===== src/pkg/iocsd_defines.svh =====
// I/O chip select decoder: port addresses, field positions, codes.
// Assumes inclusion by bare name from the package and design files.
`ifndef IOCSD_DEFINES_SVH
`define IOCSD_DEFINES_SVH
`define IOCSD_PORT_SERSEL 16'h2072
`define IOCSD_PORT_TIMCTL 16'h2872
`define IOCSD_PORT_PADDR 16'h3072
`define IOCSD_PORT_FLUSH 16'hF872
`define IOCSD_PORT_LOCK 16'h0092
`define IOCSD_TIMCTL_MASK 16'hBFDF
`define IOCSD_SERSEL_MASK 16'h0FFF
`define IOCSD_RST_REG 16'h0000
`define IOCSD_T_RTC_L 15
`define IOCSD_T_QUICK 13
`define IOCSD_T_PEN 12
`define IOCSD_T_UPPER 11
`define IOCSD_T_LOW_HI 10
`define IOCSD_T_LOW_LO 8
`define IOCSD_T_SIDE 7
`define IOCSD_T_FDISK 6
`define IOCSD_T_PS 4
`define IOCSD_T_COPRO 3
`define IOCSD_T_PWINH 2
`define IOCSD_T_HDOFF 1
`define IOCSD_T_FLPOFF 0
`define IOCSD_S_SCSI 11
`define IOCSD_S_PAR_L 8
`define IOCSD_S_SER1_L 4
`define IOCSD_S_SER2_L 0
`define IOCSD_LOCK_BIT 3
`define IOCSD_WS_SLOW 3'h4
`define IOCSD_WS_FAST 3'h1
`define IOCSD_WS_NONE 3'h0
`define IOCSD_LOW_MAX 3'h4
`define IOCSD_CS_KBD 5'h01
`define IOCSD_CS_COPRO 5'h02
`define IOCSD_CS_RTC_ALE 5'h05
`define IOCSD_CS_RTC_WR 5'h06
`define IOCSD_CS_RTC_RD 5'h07
`define IOCSD_CS_FLP_OP 5'h08
`define IOCSD_CS_FLP 5'h09
`define IOCSD_CS_FLP_CTL 5'h0A
`define IOCSD_CS_FLPHD_CTL 5'h0B
`define IOCSD_CS_HD 5'h0C
`define IOCSD_CS_HD_IDE 5'h0D
`define IOCSD_CS_SER1 5'h0E
`define IOCSD_CS_PAR 5'h0F
`define IOCSD_CS_SER2 5'h10
`define IOCSD_CS_PROG 5'h11
`define IOCSD_CS_SCSI 5'h12
`define IOCSD_CS_FLUSH 5'h13
`define IOCSD_CS_IDLE 5'h1F
`endif


===== src/pkg/iocsd_pkg.sv =====
// Types shared by the I/O chip select decoder files.
// Assumes the defines header is on the include path.
package iocsd_pkg;
  `include "iocsd_defines.svh"
  typedef logic [4:0] iocsd_code_t;
  typedef enum logic {
    HD_COMPAT = 1'b0,
    HD_STREAM = 1'b1
  } iocsd_hd_state_t;
endpackage : iocsd_pkg


===== src/rtl/iocsd_decoder.sv =====
// I/O chip select decoder: control ports and encoded select output.
// Assumes host I/O strobes are one-cycle pulses on the core clock.
// Overview of operation
// - SCSI byte accesses get four wait states, one when quick bit set.
// - Programmable select code 11 only while its enable bit is set.
// - Programmable select compares address against its 16-bit register.
// - Upper compare bit zero ignores A15..A10 in programmable match.
// - Low ignore field skips zero to four low bits in the match.
// - Bus side bit puts programmable peripheral on local or expansion bus.
// - Fast disk: first data transfer compatible, later ones compressed until another cycle intervenes.
// - Bank bit picks primary or secondary floppy and disk addresses.
// - Coprocessor cycles use 8-bit timing, 16-bit when fast bit set.
// - Inhibit set first blocks the password lock; a set lock stays.
// - Disk select off bit suppresses codes 0C and 0D.
// - Floppy select off bit suppresses codes 08 through 0B.
// - Any write to the flush port yields code 13.
// - Three-digit fixed ports except the coprocessor range ignore A15..A10.
// - Selection is a 5-bit binary code, not one-hot strobes.
// - Same range on both serial selects: only the first one fires.
// - Even ports 060..06E give keyboard code 01.
// - Ports 00E0..00FF give coprocessor code 02.
// - Floppy control port gives 0A with disk off, 0B with disk on outside IDE mode.
// - IDE mode: disk control ports give code 0D.
// - Serial field: off, 3F8, 2F8, 3E8, 2E8 ranges.
// - Printer field: off, 3BC-3BF, 378-37F, 278-27F.
`timescale 1ns/1ps
`include "iocsd_defines.svh"
module iocsd_decoder
  import iocsd_pkg::*;
(
  input wire logic core_clk_i,
  input wire logic rstn_i,
  input wire logic [15:0] io_addr_i,
  input wire logic [15:0] io_wdata_i,
  input wire logic io_rd_i,
  input wire logic io_wr_i,
  input wire logic ide_mode_i,
  output logic [15:0] io_rdata_o,
  output iocsd_code_t select_code_lines_o,
  output logic [2:0] wait_states_o,
  output logic bus_16bit_o,
  output logic expansion_bus_o,
  output logic hd_compressed_o,
  output logic password_area_open_o
);
  logic [15:0] timctl;
  logic [15:0] sersel;
  logic [15:0] paddr;
  logic lock;
  logic [15:0] next_timctl;
  logic [15:0] next_sersel;
  logic [15:0] next_paddr;
  logic next_lock;
  logic ide_s1;
  logic ide_s2;
  logic cyc;
  logic [9:0] a10;
  logic [9:0] dbase;
  logic prog_hit;
  logic hd_data;
  logic hd_fast;
  logic ser1_hit;
  logic ser2_hit;
  logic par_hit;
  logic scsi_hit;
  iocsd_code_t next_code;
  logic [2:0] next_ws;
  logic next_b16;
  logic next_exp;
  logic [15:0] next_rdata;

  assign cyc = io_rd_i || io_wr_i;
  assign a10 = io_addr_i[9:0];
  assign dbase = timctl[`IOCSD_T_PS] ? 10'h370 : 10'h3F0;

  function automatic logic ser_match(input logic [2:0] sel,
                                     input logic [9:0] a);
    logic [9:0] base;
    base = 10'h000;
    unique case (sel)
      3'h1: base = 10'h3F8;
      3'h2: base = 10'h2F8;
      3'h3: base = 10'h3E8;
      3'h4: base = 10'h2E8;
      default: base = 10'h000;
    endcase
    ser_match = (base != 10'h000) && (a[9:3] == base[9:3]);
  endfunction : ser_match

  function automatic logic par_match(input logic [1:0] sel,
                                     input logic [9:0] a);
    logic hit;
    hit = 1'b0;
    unique case (sel)
      2'h0: hit = 1'b0;
      2'h1: hit = (a[9:2] == 8'hEF);
      2'h2: hit = (a[9:3] == 7'h6F);
      2'h3: hit = (a[9:3] == 7'h4F);
    endcase
    par_match = hit;
  endfunction : par_match

  assign ser1_hit = ser_match(sersel[7:5], a10);
  assign ser2_hit = ser_match(sersel[3:1], a10);
  assign par_hit = par_match(sersel[10:9], a10);
  assign scsi_hit = sersel[`IOCSD_S_SCSI] && (io_addr_i[15:4] == 12'h353);
  assign hd_data = !timctl[`IOCSD_T_HDOFF]
                   && (a10 == (dbase - 10'h200));

  iocsd_prog_match u_prog (
    .addr_i(io_addr_i),
    .base_i(paddr),
    .enable_i(timctl[`IOCSD_T_PEN]),
    .upper_i(timctl[`IOCSD_T_UPPER]),
    .low_ign_i(timctl[`IOCSD_T_LOW_HI:`IOCSD_T_LOW_LO]),
    .hit_o(prog_hit)
  );

  iocsd_hd_timing u_hd (
    .core_clk_i(core_clk_i),
    .rstn_i(rstn_i),
    .access_i(cyc),
    .hd_data_i(hd_data),
    .fast_en_i(timctl[`IOCSD_T_FDISK]),
    .compressed_o(hd_fast)
  );

  // Control ports
  always_comb begin
    next_timctl = timctl;
    next_sersel = sersel;
    next_paddr = paddr;
    next_lock = lock;
    if (io_wr_i) begin
      if (io_addr_i == `IOCSD_PORT_TIMCTL) begin
        next_timctl = io_wdata_i & `IOCSD_TIMCTL_MASK;
      end
      if (io_addr_i == `IOCSD_PORT_SERSEL) begin
        next_sersel = io_wdata_i & `IOCSD_SERSEL_MASK;
      end
      if (io_addr_i == `IOCSD_PORT_PADDR) begin
        next_paddr = io_wdata_i;
      end
      if (io_addr_i == `IOCSD_PORT_LOCK && io_wdata_i[`IOCSD_LOCK_BIT]
          && !timctl[`IOCSD_T_PWINH]) begin
        next_lock = 1'b1;
      end
    end
  end

  always_ff @(posedge core_clk_i or negedge rstn_i) begin
    if (!rstn_i) begin
      timctl <= `IOCSD_RST_REG;
      sersel <= `IOCSD_RST_REG;
      paddr <= `IOCSD_RST_REG;
      lock <= 1'b0;
      ide_s1 <= 1'b0;
      ide_s2 <= 1'b0;
    end else begin
      timctl <= next_timctl;
      sersel <= next_sersel;
      paddr <= next_paddr;
      lock <= next_lock;
      ide_s1 <= ide_mode_i;
      ide_s2 <= ide_s1;
    end
  end

  // Decode, fixed ports ahead of the programmable one
  always_comb begin
    next_code = `IOCSD_CS_IDLE;
    next_ws = `IOCSD_WS_NONE;
    next_b16 = 1'b0;
    next_exp = 1'b0;
    next_rdata = 16'h0000;
    if (io_rd_i) begin
      unique case (io_addr_i)
        `IOCSD_PORT_TIMCTL: next_rdata = timctl;
        `IOCSD_PORT_SERSEL: next_rdata = sersel;
        `IOCSD_PORT_PADDR: next_rdata = paddr;
        `IOCSD_PORT_LOCK: next_rdata = 16'(lock) << `IOCSD_LOCK_BIT;
        default: next_rdata = 16'h0000;
      endcase
    end
    if (cyc) begin
      if (a10[9:4] == 6'h06 && !a10[0]) begin
        next_code = `IOCSD_CS_KBD;
      end else if (io_addr_i[15:5] == 11'h007) begin
        next_code = `IOCSD_CS_COPRO;
        next_b16 = timctl[`IOCSD_T_COPRO];
      end else if (a10[9:1] == 9'h038) begin
        next_exp = timctl[`IOCSD_T_RTC_L];
        if (!a10[0]) begin
          next_code = `IOCSD_CS_RTC_ALE;
        end else if (io_wr_i) begin
          next_code = `IOCSD_CS_RTC_WR;
        end else begin
          next_code = `IOCSD_CS_RTC_RD;
        end
      end else if (hd_data || (!timctl[`IOCSD_T_HDOFF]
                   && a10[9:3] == 7'(((dbase - 10'h200) >> 3)))) begin
        next_code = `IOCSD_CS_HD;
        next_b16 = hd_data;
      end else if (ide_s2 && !timctl[`IOCSD_T_HDOFF]
                   && a10[9:1] == 9'(((dbase + 10'h006) >> 1))) begin
        next_code = `IOCSD_CS_HD_IDE;
      end else if (!timctl[`IOCSD_T_FLPOFF]
                   && a10[9:3] == dbase[9:3]
                   && (a10[2:0] == 3'h2 || a10[2:0] == 3'h4
                       || a10[2:0] == 3'h5 || a10[2:0] == 3'h7)) begin
        unique case (a10[2:0])
          3'h2: next_code = `IOCSD_CS_FLP_OP;
          3'h7: begin
            next_code = timctl[`IOCSD_T_HDOFF] ? `IOCSD_CS_FLP_CTL
                                                : `IOCSD_CS_FLPHD_CTL;
          end
          default: next_code = `IOCSD_CS_FLP;
        endcase
      end else if (ser1_hit) begin
        next_code = `IOCSD_CS_SER1;
        next_exp = sersel[`IOCSD_S_SER1_L];
      end else if (par_hit) begin
        next_code = `IOCSD_CS_PAR;
        next_exp = sersel[`IOCSD_S_PAR_L];
      end else if (ser2_hit) begin
        next_code = `IOCSD_CS_SER2;
        next_exp = sersel[`IOCSD_S_SER2_L];
      end else if (scsi_hit) begin
        next_code = `IOCSD_CS_SCSI;
        next_ws = timctl[`IOCSD_T_QUICK] ? `IOCSD_WS_FAST : `IOCSD_WS_SLOW;
      end else if (io_wr_i && io_addr_i == `IOCSD_PORT_FLUSH) begin
        next_code = `IOCSD_CS_FLUSH;
      end else if (prog_hit && io_addr_i != `IOCSD_PORT_FLUSH) begin
        next_code = `IOCSD_CS_PROG;
        next_exp = timctl[`IOCSD_T_SIDE];
      end
    end
  end

  always_ff @(posedge core_clk_i or negedge rstn_i) begin
    if (!rstn_i) begin
      select_code_lines_o <= `IOCSD_CS_IDLE;
      wait_states_o <= `IOCSD_WS_NONE;
      bus_16bit_o <= 1'b0;
      expansion_bus_o <= 1'b0;
      hd_compressed_o <= 1'b0;
      io_rdata_o <= 16'h0000;
      password_area_open_o <= 1'b1;
    end else begin
      select_code_lines_o <= next_code;
      wait_states_o <= next_ws;
      bus_16bit_o <= next_b16;
      expansion_bus_o <= next_exp;
      hd_compressed_o <= hd_fast;
      io_rdata_o <= next_rdata;
      password_area_open_o <= !lock;
    end
  end
endmodule : iocsd_decoder


===== src/rtl/iocsd_hd_timing.sv =====
// Tracks hard-disk data port streaming for compressed timing.
// Assumes one access pulse per host I/O cycle on the core clock.
`timescale 1ns/1ps
module iocsd_hd_timing
  import iocsd_pkg::*;
(
  input wire logic core_clk_i,
  input wire logic rstn_i,
  input wire logic access_i,
  input wire logic hd_data_i,
  input wire logic fast_en_i,
  output logic compressed_o
);
  iocsd_hd_state_t state;
  iocsd_hd_state_t next_state;
  logic data_acc;
  assign data_acc = access_i && hd_data_i && fast_en_i;
  assign compressed_o = data_acc && (state == HD_STREAM);
  always_comb begin
    next_state = state;
    unique case (state)
      HD_COMPAT: begin
        if (data_acc) begin
          next_state = HD_STREAM;
        end
      end
      HD_STREAM: begin
        // Any other cycle breaks the stream, so the next one is compatible
        if (access_i && !data_acc) begin
          next_state = HD_COMPAT;
        end
      end
    endcase
  end
  always_ff @(posedge core_clk_i or negedge rstn_i) begin
    if (!rstn_i) begin
      state <= HD_COMPAT;
    end else begin
      state <= next_state;
    end
  end
endmodule : iocsd_hd_timing


===== src/rtl/iocsd_prog_match.sv =====
// Address comparator for the programmable select.
// Assumes all inputs are on the core clock; purely combinational.
`timescale 1ns/1ps
`include "iocsd_defines.svh"
module iocsd_prog_match
  import iocsd_pkg::*;
(
  input wire logic [15:0] addr_i,
  input wire logic [15:0] base_i,
  input wire logic enable_i,
  input wire logic upper_i,
  input wire logic [2:0] low_ign_i,
  output logic hit_o
);
  logic [2:0] ign;
  logic [15:0] bit_ok;
  // Codes above four are undefined; treat them as the widest mask
  assign ign = (low_ign_i > `IOCSD_LOW_MAX) ? `IOCSD_LOW_MAX : low_ign_i;
  genvar i;
  generate
    for (i = 0; i < 16; i = i + 1) begin : g_bit
      if (i >= 10) begin : g_up
        assign bit_ok[i] = !upper_i || (addr_i[i] == base_i[i]);
      end else begin : g_lo
        assign bit_ok[i] = (32'(ign) > i) || (addr_i[i] == base_i[i]);
      end
    end
  endgenerate
  assign hit_o = enable_i && (&bit_ok);
endmodule : iocsd_prog_match


===== config.mk =====
export PLATFORM = sky130hd
export DESIGN_NAME = iocsd_decoder
export DESIGN_NICKNAME = d
export VERILOG_FILES = /design/src/pkg/iocsd_pkg.sv /design/src/rtl/iocsd_decoder.sv /design/src/rtl/iocsd_hd_timing.sv /design/src/rtl/iocsd_prog_match.sv
export VERILOG_INCLUDE_DIRS = /design/src /design/src/pkg
export SDC_FILE = /design/constraint.sdc
export NUM_CORES = 1
export LEC_CHECK = 0
export ABC_AREA = 1
export BUFFER_PORTS_ARGS = -buffer_cell sky130_fd_sc_hd__buf_2
export CAP_MARGIN = 10
export CORE_MARGIN = 4
export CORE_UTILIZATION = 46
export DETAILED_ROUTE_END_ITERATION = 8
export GPL_ROUTABILITY_DRIVEN = 0
export MAX_ROUTING_LAYER = met4
export PLACE_DENSITY = 0.65
export SLEW_MARGIN = 5
export SYNTH_ARGS = -nofsm -noshare
export SYNTH_HDL_FRONTEND = slang
export SYNTH_SLANG_ARGS = --single-unit

===== constraint.sdc =====
create_clock -name core_clk_i -period 4.3 [get_ports core_clk_i]
set_input_delay 0 -clock core_clk_i [delete_from_list [all_inputs] [get_ports core_clk_i]]
set_output_delay 0 -clock core_clk_i [all_outputs]
set_load 0.03 [all_outputs]

==> impl_metrics.tcl, run 1 <==
set metrics [dict create \
    hold_path_end "hd_compressed_o$_DFF_PN0_" \
    tns_ns 0 \
    p_seq_share_pct 49.6 \
    clockBufferDepth 2 \
    dr.pass1.iters 5 \
    wl_mm 10.44 \
    comb_power_share_pct 7.5 \
    grt_pass1_wl_mm 17.02 \
    skew_ns 0.007987 \
    status "complete, no violations" \
    hold_start "io_addr_i[1]" \
    ff2ff_setup_slack_ns 2.58 \
    yosysMostFrequentCell "nand2_1" \
    die_width_um 99.87 \
    synth_compound_area_share_pct 13.92 \
    cpMostUsedCell "nand2_1" \
    antenna_found_initial 0 \
    rsz0062_at_grt "no" \
    cts_made_buffers 9 \
    syn_to_final_growth_pct 19.24 \
    hold_viol 0 \
    drt_iter0_drc 275 \
    synthesis.nets 529 \
    slew_violations 0 \
    max_stage_delay_ns 0.42 \
    synthXorXnorAreaFrac_pct 0.4512 \
    hold_depth 4 \
    vias 3568 \
    r2r-end "expansion_bus_o$_DFF_PN0_" \
    setup_violations 0 \
    r2r_start "paddr[3]$_DFFE_PN0P_" \
    hold_slack_ns 0.04063 \
    synth_top_area_share_pct 43.18 \
    p_sw_mw 0.3389 \
    max_cap_violations 0 \
    hold_class "in -> reg" \
    htree_levels 3 \
    slew_headroom_pct 39.85 \
    avgSynthCellArea_sq_um 7.891 \
    synth-edff-count 0 \
    synthSimpleGateAreaFrac_pct 27.26 \
    ys_ff_latch 73 \
    place_hpwl_mm 7.842 \
    grt_pass1_vias 3358 \
    postRouteAntennaNets 0 \
    cp_slowest_cell "dfrtp_1" \
    clkPwrFrac_pct 43.0 \
    synth_fa_ha_area_share_pct 0 \
    initial_utilization_pct 47.25 \
    synth-main-ff-cell "dfrtp_1" \
    yosysSeqAreaShare_pct 47.24 \
    clkLatencyLatePin_ns 0.36 \
    synth_top_family_by_area "simple AND/OR/NAND/NOR gates" \
    dieArea_sq_um 9974 \
    syn_area_sq_um 3882 \
    ys_top_cells_by_area "dfrtp_1, nand2_1, inv_1, nor2_1, dfstp_2" \
    synth_cell_types 39 \
    synthCells 492 \
    ctsResizeCount 0 \
    yosysWarnings 0 \
    synthMuxAreaShare_pct 0.3867 \
    fin_crit_ns 1.724 \
    finalNonFillerCells 684 \
    arrival_ns 2.01 \
    finalCritPeriodShare_pct 40.10 \
    async_flop_share_pct 100.0 \
    finalPower_mw 1.390 \
    route.met2.wl_mm 4.681 \
    die_height_um 99.87 \
    critPathKind "reg -> reg" \
    fin_ws_ns 2.576 \
    num_rows 33 \
    start_kind "flop" \
    grt_max_degree 74 \
    p_int_mw 1.051 \
    portBuffers 63 \
    reg2regPathDepth 10 \
    powerDensity_nw_per_um2 300.2 \
    yosysTopAreaCell "dfrtp_1" \
    ir_drop_mv 0.1631 \
    tightest_slew_ns 0.9023 \
    drc 0 \
    drive_gt1_share_pct 21.59 \
    pin_count 65 \
    critPathRequiredTime_ns 4.58 \
    nNetsFinal 611 \
    p_sw_share_pct 24.38 \
    worstSetupEndpointType "flop" \
    antenna_cells 0 \
    clk_pin_slew_ns 0.08 \
    synth_common_cells "nand2_1, inv_1, dfrtp_1" \
    cts_tree "built" \
    route.layer.met1.wl_mm 4.625 \
    grt_usage_pct 22.68 \
    max_freq_mhz 580.0 \
    cts_sinks 73 \
    post_drt_wl_per_cell_um 15.26 \
    crit_chain "or2_2 -> nand3_1 -> nand2_1 -> nor2_1 -> nand4_1 -> o21bai_1 -> nand2_1 -> nand2_1 -> nand2_1 -> a21oi_1" \
    place_inst 649 \
    post_cts_buffers 0 \
    place_ws_ns 2.390 \
    overflow 0 \
    dr_wl_met3_um 909 \
    path_max_fanout 4 \
    core_area_sq_um 8217 \
    vias_per_cell 5.216 \
    leakagePower_nw 2.318 \
    cts_root_buf "clkbuf_8" \
    top_layer "met4" \
]
-- final cells by class --
| class | instances | area (sq um) |
|---|---|---|
| fillers | 799 | 3587 |
| flip-flops and latches | 73 | 1834 |
| multi-input cells | 328 | 1635 |
| repair buffers | 83 | 513.0 |
| inverters | 79 | 297.8 |
| well taps | 105 | 131.4 |
| clock buffers | 9 | 123.9 |
| clock inverters | 7 | 93.84 |
-- timing repair --
| action | CTS | global route |
|---|---|---|
| setup endpoints to repair | 0 | 0 |
| hold buffers | 19 | 0 |
| hold endpoints to repair | 111 | 0 |
-- cells in the final DEF, fill, tap and decap left out, types with 2 or more instances in the layout --
cell and instances:
clkbuf_8 9, a21oi_1 10, nor2_1 53, o22ai_1 4, o21ai_2 17, buf_2 63, a221oi_1 8, nand3b_1 2
dfrtp_1 67, nor2_4 2, o21ai_1 27, inv_1 72, nand2_4 3, nand4_1 9, nand2_1 133, inv_2 6
nand3_1 19, clkinv_2 3, nand3_2 2, nor4_1 3, dfstp_2 6, o211ai_1 3, bufinv_16 2, nor3_1 8
o21ai_0 8, dlygate4sd3_1 19, nor2_2 4, clkinvlp_4 2
-- flip-flops by register name, indices dropped and copies added, names as in the netlist --
| name | flops |
|---|---|
| sersel | 12 |
| u_hd.state | 1 |
| expansion_bus_o | 1 |
| lock | 1 |
| password_area_open_o | 1 |
| timctl | 14 |
| select_code_lines_o | 5 |
| ide_s2 | 1 |
| ide_s1 | 1 |
| paddr | 16 |
| io_rdata_o | 16 |
| wait_states_o | 2 |
| hd_compressed_o | 1 |
| bus_16bit_o | 1 |
-- worst max-delay path, delay by kind of cell, from the launching register on --
kind / cells / cell delay, ns
flops: 1 / 0.42
compound gates: 2 / 0.33
simple gates: 8 / 0.90
-- metrics by stage --
step	cell area (sq um)	util (%)
final	4629	56.34
after global routing	4629	56.34
after CTS	4629	56.34
after detailed placement	4222	51.38
after global placement	4222	51.38
after floorplan	3882	-
-- logic make-up after synthesis --
logic type             Yosys count
AO/OA/AOI/OAI                   83
flip-flops                      73
XOR/XNOR                         2
AND/OR/NAND/NOR                241
buffers and inverters           91
multiplexers                     1
other                            1
-- worst max-delay path by stage --
| stage | from | endpoint | slack, ns | cells past startpoint |
|---|---|---|---|---|
| CTS | timctl[4]$_DFFE_PN0P_ | hd_compressed_o$_DFF_PN0_ | 2.59 | 6 |
| finish | paddr[3]$_DFFE_PN0P_ | expansion_bus_o$_DFF_PN0_ | 2.58 | 10 |
| floorplan | paddr[3]$_DFFE_PN0P_ | expansion_bus_o$_DFF_PN0_ | 2.88 | 10 |
| global route | timctl[4]$_DFFE_PN0P_ | hd_compressed_o$_DFF_PN0_ | 2.43 | 6 |
| global placement | io_addr_i[4] | io_rdata_o[5]$_DFF_PN0_ | 2.41 | 7 |
| detailed placement | io_addr_i[15] | io_rdata_o[5]$_DFF_PN0_ | 2.39 | 8 |
-- per-layer routing --
layer / track usage [%] / vias to the layer above
met2: 33.97 / 173
met1: 30.78 / 1631
met4: 7.773 / 0
met5: - / -
li1: - / 1743
met3: 4.726 / 21
-- power by group through the flow --
stage | Combinational [mW] | Clock, mW | Sequential (mW)
2_1_floorplan | 0.0423 | 0 | 0.703
3_3_place_gp | 0.0897 | 0 | 0.702
3_5_place_dp | 0.0911 | 0 | 0.702
4_1_cts | 0.105 | 0.606 | 0.689
5_1_grt | 0.117 | 0.640 | 0.689
6_report | 0.104 | 0.597 | 0.689
Power figures use the tool's default switching activity.
==> run 2: changes to the inputs <==
--- a/config.mk
+++ b/config.mk
@@ -6,7 +6,7 @@
 export SDC_FILE = /design/constraint.sdc
 export NUM_CORES = 1
 export LEC_CHECK = 0
-export ABC_AREA = 1
+export ABC_AREA = 0
 export BUFFER_PORTS_ARGS = -buffer_cell sky130_fd_sc_hd__buf_2
 export CAP_MARGIN = 10
 export CORE_MARGIN = 4
@@ -14,7 +14,7 @@
 export DETAILED_ROUTE_END_ITERATION = 8
 export GPL_ROUTABILITY_DRIVEN = 0
 export MAX_ROUTING_LAYER = met4
-export PLACE_DENSITY = 0.65
+export PLACE_DENSITY = 0.66
 export SLEW_MARGIN = 5
 export SYNTH_ARGS = -nofsm -noshare
 export SYNTH_HDL_FRONTEND = slang
==> constraint.sdc (replaced) <==
create_clock -name core_clk_i -period 1.6 [get_ports core_clk_i]
set_input_delay 0 -clock core_clk_i [delete_from_list [all_inputs] [get_ports core_clk_i]]
set_output_delay 0 -clock core_clk_i [all_outputs]
set_load 0.03 [all_outputs]
==> run 2 against run 1 <==
Effect of this change:
- the flow now finishes with violations (setup timing)
- power is 150% higher
- design area is 21% higher
- global-route usage is 3.4 points higher
- critical endpoint is now select_code_lines_o[3]$_DFF_PN1_
- largest cell class is now multi-input combinational cells
==> impl_metrics.tcl, run 2 <==
set metrics [dict create \
    clkLatencyLatePin_ns 0.35 \
    drt_iter0_drc 234 \
    synth_common_cells "dfrtp_1, mux2_2, nor2_1" \
    status "finished with violations" \
    max_freq_mhz 471.9 \
    yosysTopAreaCell "dfrtp_1" \
    dieArea_sq_um 9346 \
    core_area_sq_um 7687 \
    max_cap_violations 0 \
    place_inst 533 \
    syn_to_final_growth_pct 54.93 \
    dr.pass1.iters 6 \
    die_width_um 96.68 \
    mostFrequentLayoutCell "buf_4" \
    post_drt_wl_per_cell_um 20.12 \
    largestRegisters "io_rdata_o: 16 flops, paddr: 16 flops, timctl: 14 flops" \
    final_core_util_pct 72.90 \
    powerDensity_nw_per_um2 610.5 \
    nNetsFinal 519 \
    cts_sinks 73 \
    tightest_slew_ns 0.5559 \
    slew_violations 0 \
    hold_slack_ns 0.1116 \
    nFillCells 530 \
    synth-edff-count 0 \
    async_flop_share_pct 100.0 \
    grt_usage_pct 26.05 \
    arrival_ns 2.40 \
    ir_drop_mv 0.5281 \
    worstSetupEndpointType "flop" \
    avgSynthCellArea_sq_um 11.74 \
    ys_top_cells_by_area "dfrtp_1, mux2_2, dfstp_2, mux2_4, a222oi_1" \
    slew_headroom_pct 62.81 \
    cts_tree "built" \
    max_stage_delay_ns 0.41 \
    grt_pass1_wl_mm 18.51 \
    cts_made_buffers 9 \
    start_kind "flop" \
    stdcell_area_sq_um 5604 \
    overflow 0 \
    hold_viol 0 \
    critPathRequiredTime_ns 1.88 \
    dpl-instance-area_sq_um 4627 \
    drive_gt1_share_pct 56.88 \
    synth-main-ff-cell "dfrtp_1" \
    finalCritPeriodShare_pct 132.4 \
    postRouteAntennaNets 0 \
    initial_utilization_pct 47.05 \
    critical_path.top_delay_family "compound AO/OA/AOI/OAI gates" \
    fin_ws_ns -0.5191 \
    drc 0 \
    rsz0062_at_grt "yes" \
    hold_class "in -> reg" \
    num_rows 32 \
    synth_cell_types 53 \
    htree_levels 3 \
    cts_root_buf "clkbuf_8" \
    cp_num_buf_inv 3 \
    synthCells 308 \
    wl_mm 11.85 \
    yosysSeqAreaShare_pct 50.71 \
    final-seq-area_sq_um 1836 \
    antenna_found_initial 0 \
    portBuffers 63 \
    skew_ns 0.01038 \
    yosysWarnings 0 \
    antenna_cells 0 \
    path_max_fanout 2 \
    place_hpwl_mm 7.221 \
    leakagePower_nw 2.704 \
    vias 3347 \
    synthesis.nets 345 \
    layout_common_cells "buf_4, dfrtp_1, buf_2, mux2_2, dlygate4sd3_1" \
    die_height_um 96.68 \
    yosysMostFrequentCell "dfrtp_1" \
    multiInputGateArea_sq_um 2008 \
    pin_count 65 \
    grt_max_degree 74 \
    clk_pin_slew_ns 0.08 \
    violations "setup timing" \
    clockBufferDepth 2 \
    critPathKind "reg -> reg" \
    setup_violations 64 \
    syn_area_sq_um 3617 \
    cp_slowest_cell "dfrtp_1" \
    crit_chain "xnor2_2 -> nor2_1 -> nor4_2 -> buf_4 -> o211ai_1 -> buf_4 -> o211ai_1 -> buf_4 -> nand2_2 -> a21o_1" \
    synth_top_area_share_pct 46.35 \
    vias_per_cell 5.683 \
    grt_pass1_vias 3565 \
    fin_crit_ns 2.119 \
    ys_ff_latch 73 \
    cpMostUsedCell "buf_4" \
    finalNonFillerCells 589 \
]
## run 2: stage by stage
| stage | total power, mW | setup TNS (ns) | setup WS, ns |
|---|---|---|---|
| 2_1_floorplan | 1.988 | -18.02 | -0.4034 |
| 3_3_place_gp | 2.159 | -32.46 | -0.6217 |
| 3_5_place_dp | 2.164 | -34.70 | -0.6397 |
| 4_1_cts | 3.421 | -14.51 | -0.4857 |
| 5_1_grt | 3.541 | -21.15 | -0.6323 |
| 6_report | 3.421 | -18.20 | -0.5191 |
## run 2: power breakdown
part | total, mW | internal (mW) | switching (mW)
Combinational | 0.344 | 0.153 | 0.191
Sequential | 1.85 | 1.85 | 0.00177
Clock | 1.23 | 0.554 | 0.672
Total | 3.42 | 2.56 | 0.864
## run 2: timing repair
action	in CTS	in global routing
endpoints found under the setup margin	67	67
pin swaps	29	34
hold endpoints to repair	121	0
hold buffers	19	0
gates resized for setup	52	36
buffers inserted	16	3
gates cloned	5	0
## run 2: final timing paths
path | startpoint | to | slack [ns] | cells past startpoint
worst max register to register | paddr[1]$_DFFE_PN0P_ | select_code_lines_o[3]$_DFF_PN1_ | -0.52 | 10
worst min-delay path | io_addr_i[0] | select_code_lines_o[1]$_DFF_PN1_ | 0.11 | 4
worst max-delay path | paddr[1]$_DFFE_PN0P_ | select_code_lines_o[3]$_DFF_PN1_ | -0.52 | 10
max in group asynchronous | rstn_i | sersel[6]$_DFFE_PN0P_ | 1.05 | 3
worst min register to register | ide_s1$_DFF_PN0_ | ide_s2$_DFF_PN0_ | 0.37 | 0
min in group asynchronous | rstn_i | sersel[10]$_DFFE_PN0P_ | 0.20 | 3
## run 2: per-layer routing
| metal | share of wire (%) | global-route usage (%) |
|---|---|---|
| met1 | 39 | 31.05 |
| met2 | 48 | 40.66 |
| met3 | 7.8 | 6.200 |
| met4 | 4.9 | 14.47 |
| met5 | 0 | - |
## run 2: tightest hold or removal path: stages
cell	delay, ns
buf_2	0.11
buf_4	0.16
a211oi_1	0.09
o31ai_2	0.05
## run 2: logic make-up (layout without fill, tap and decap cells)
group | after synthesis | after routing | synth area share [%]
multiplexers | 45 | 45 | 14.98
AO/OA/AOI/OAI | 45 | 45 | 9.409
AND/OR/NAND/NOR | 106 | 107 | 17.26
buffers and inverters | 19 | 197 | 2.940
XOR/XNOR | 19 | 19 | 4.600
other | 1 | 1 | 0.1037
flip-flops | 73 | 73 | 50.71
## run 2: final cells by class
type / count / area share [%]
tap: 102 / 2.277
timing repair buffer: 180 / 26.30
clock inverter: 4 / 0.3572
sequential: 73 / 32.75
clock buffer: 12 / 2.411
inverter: 1 / 0.06698
multi-input combinational: 217 / 35.83
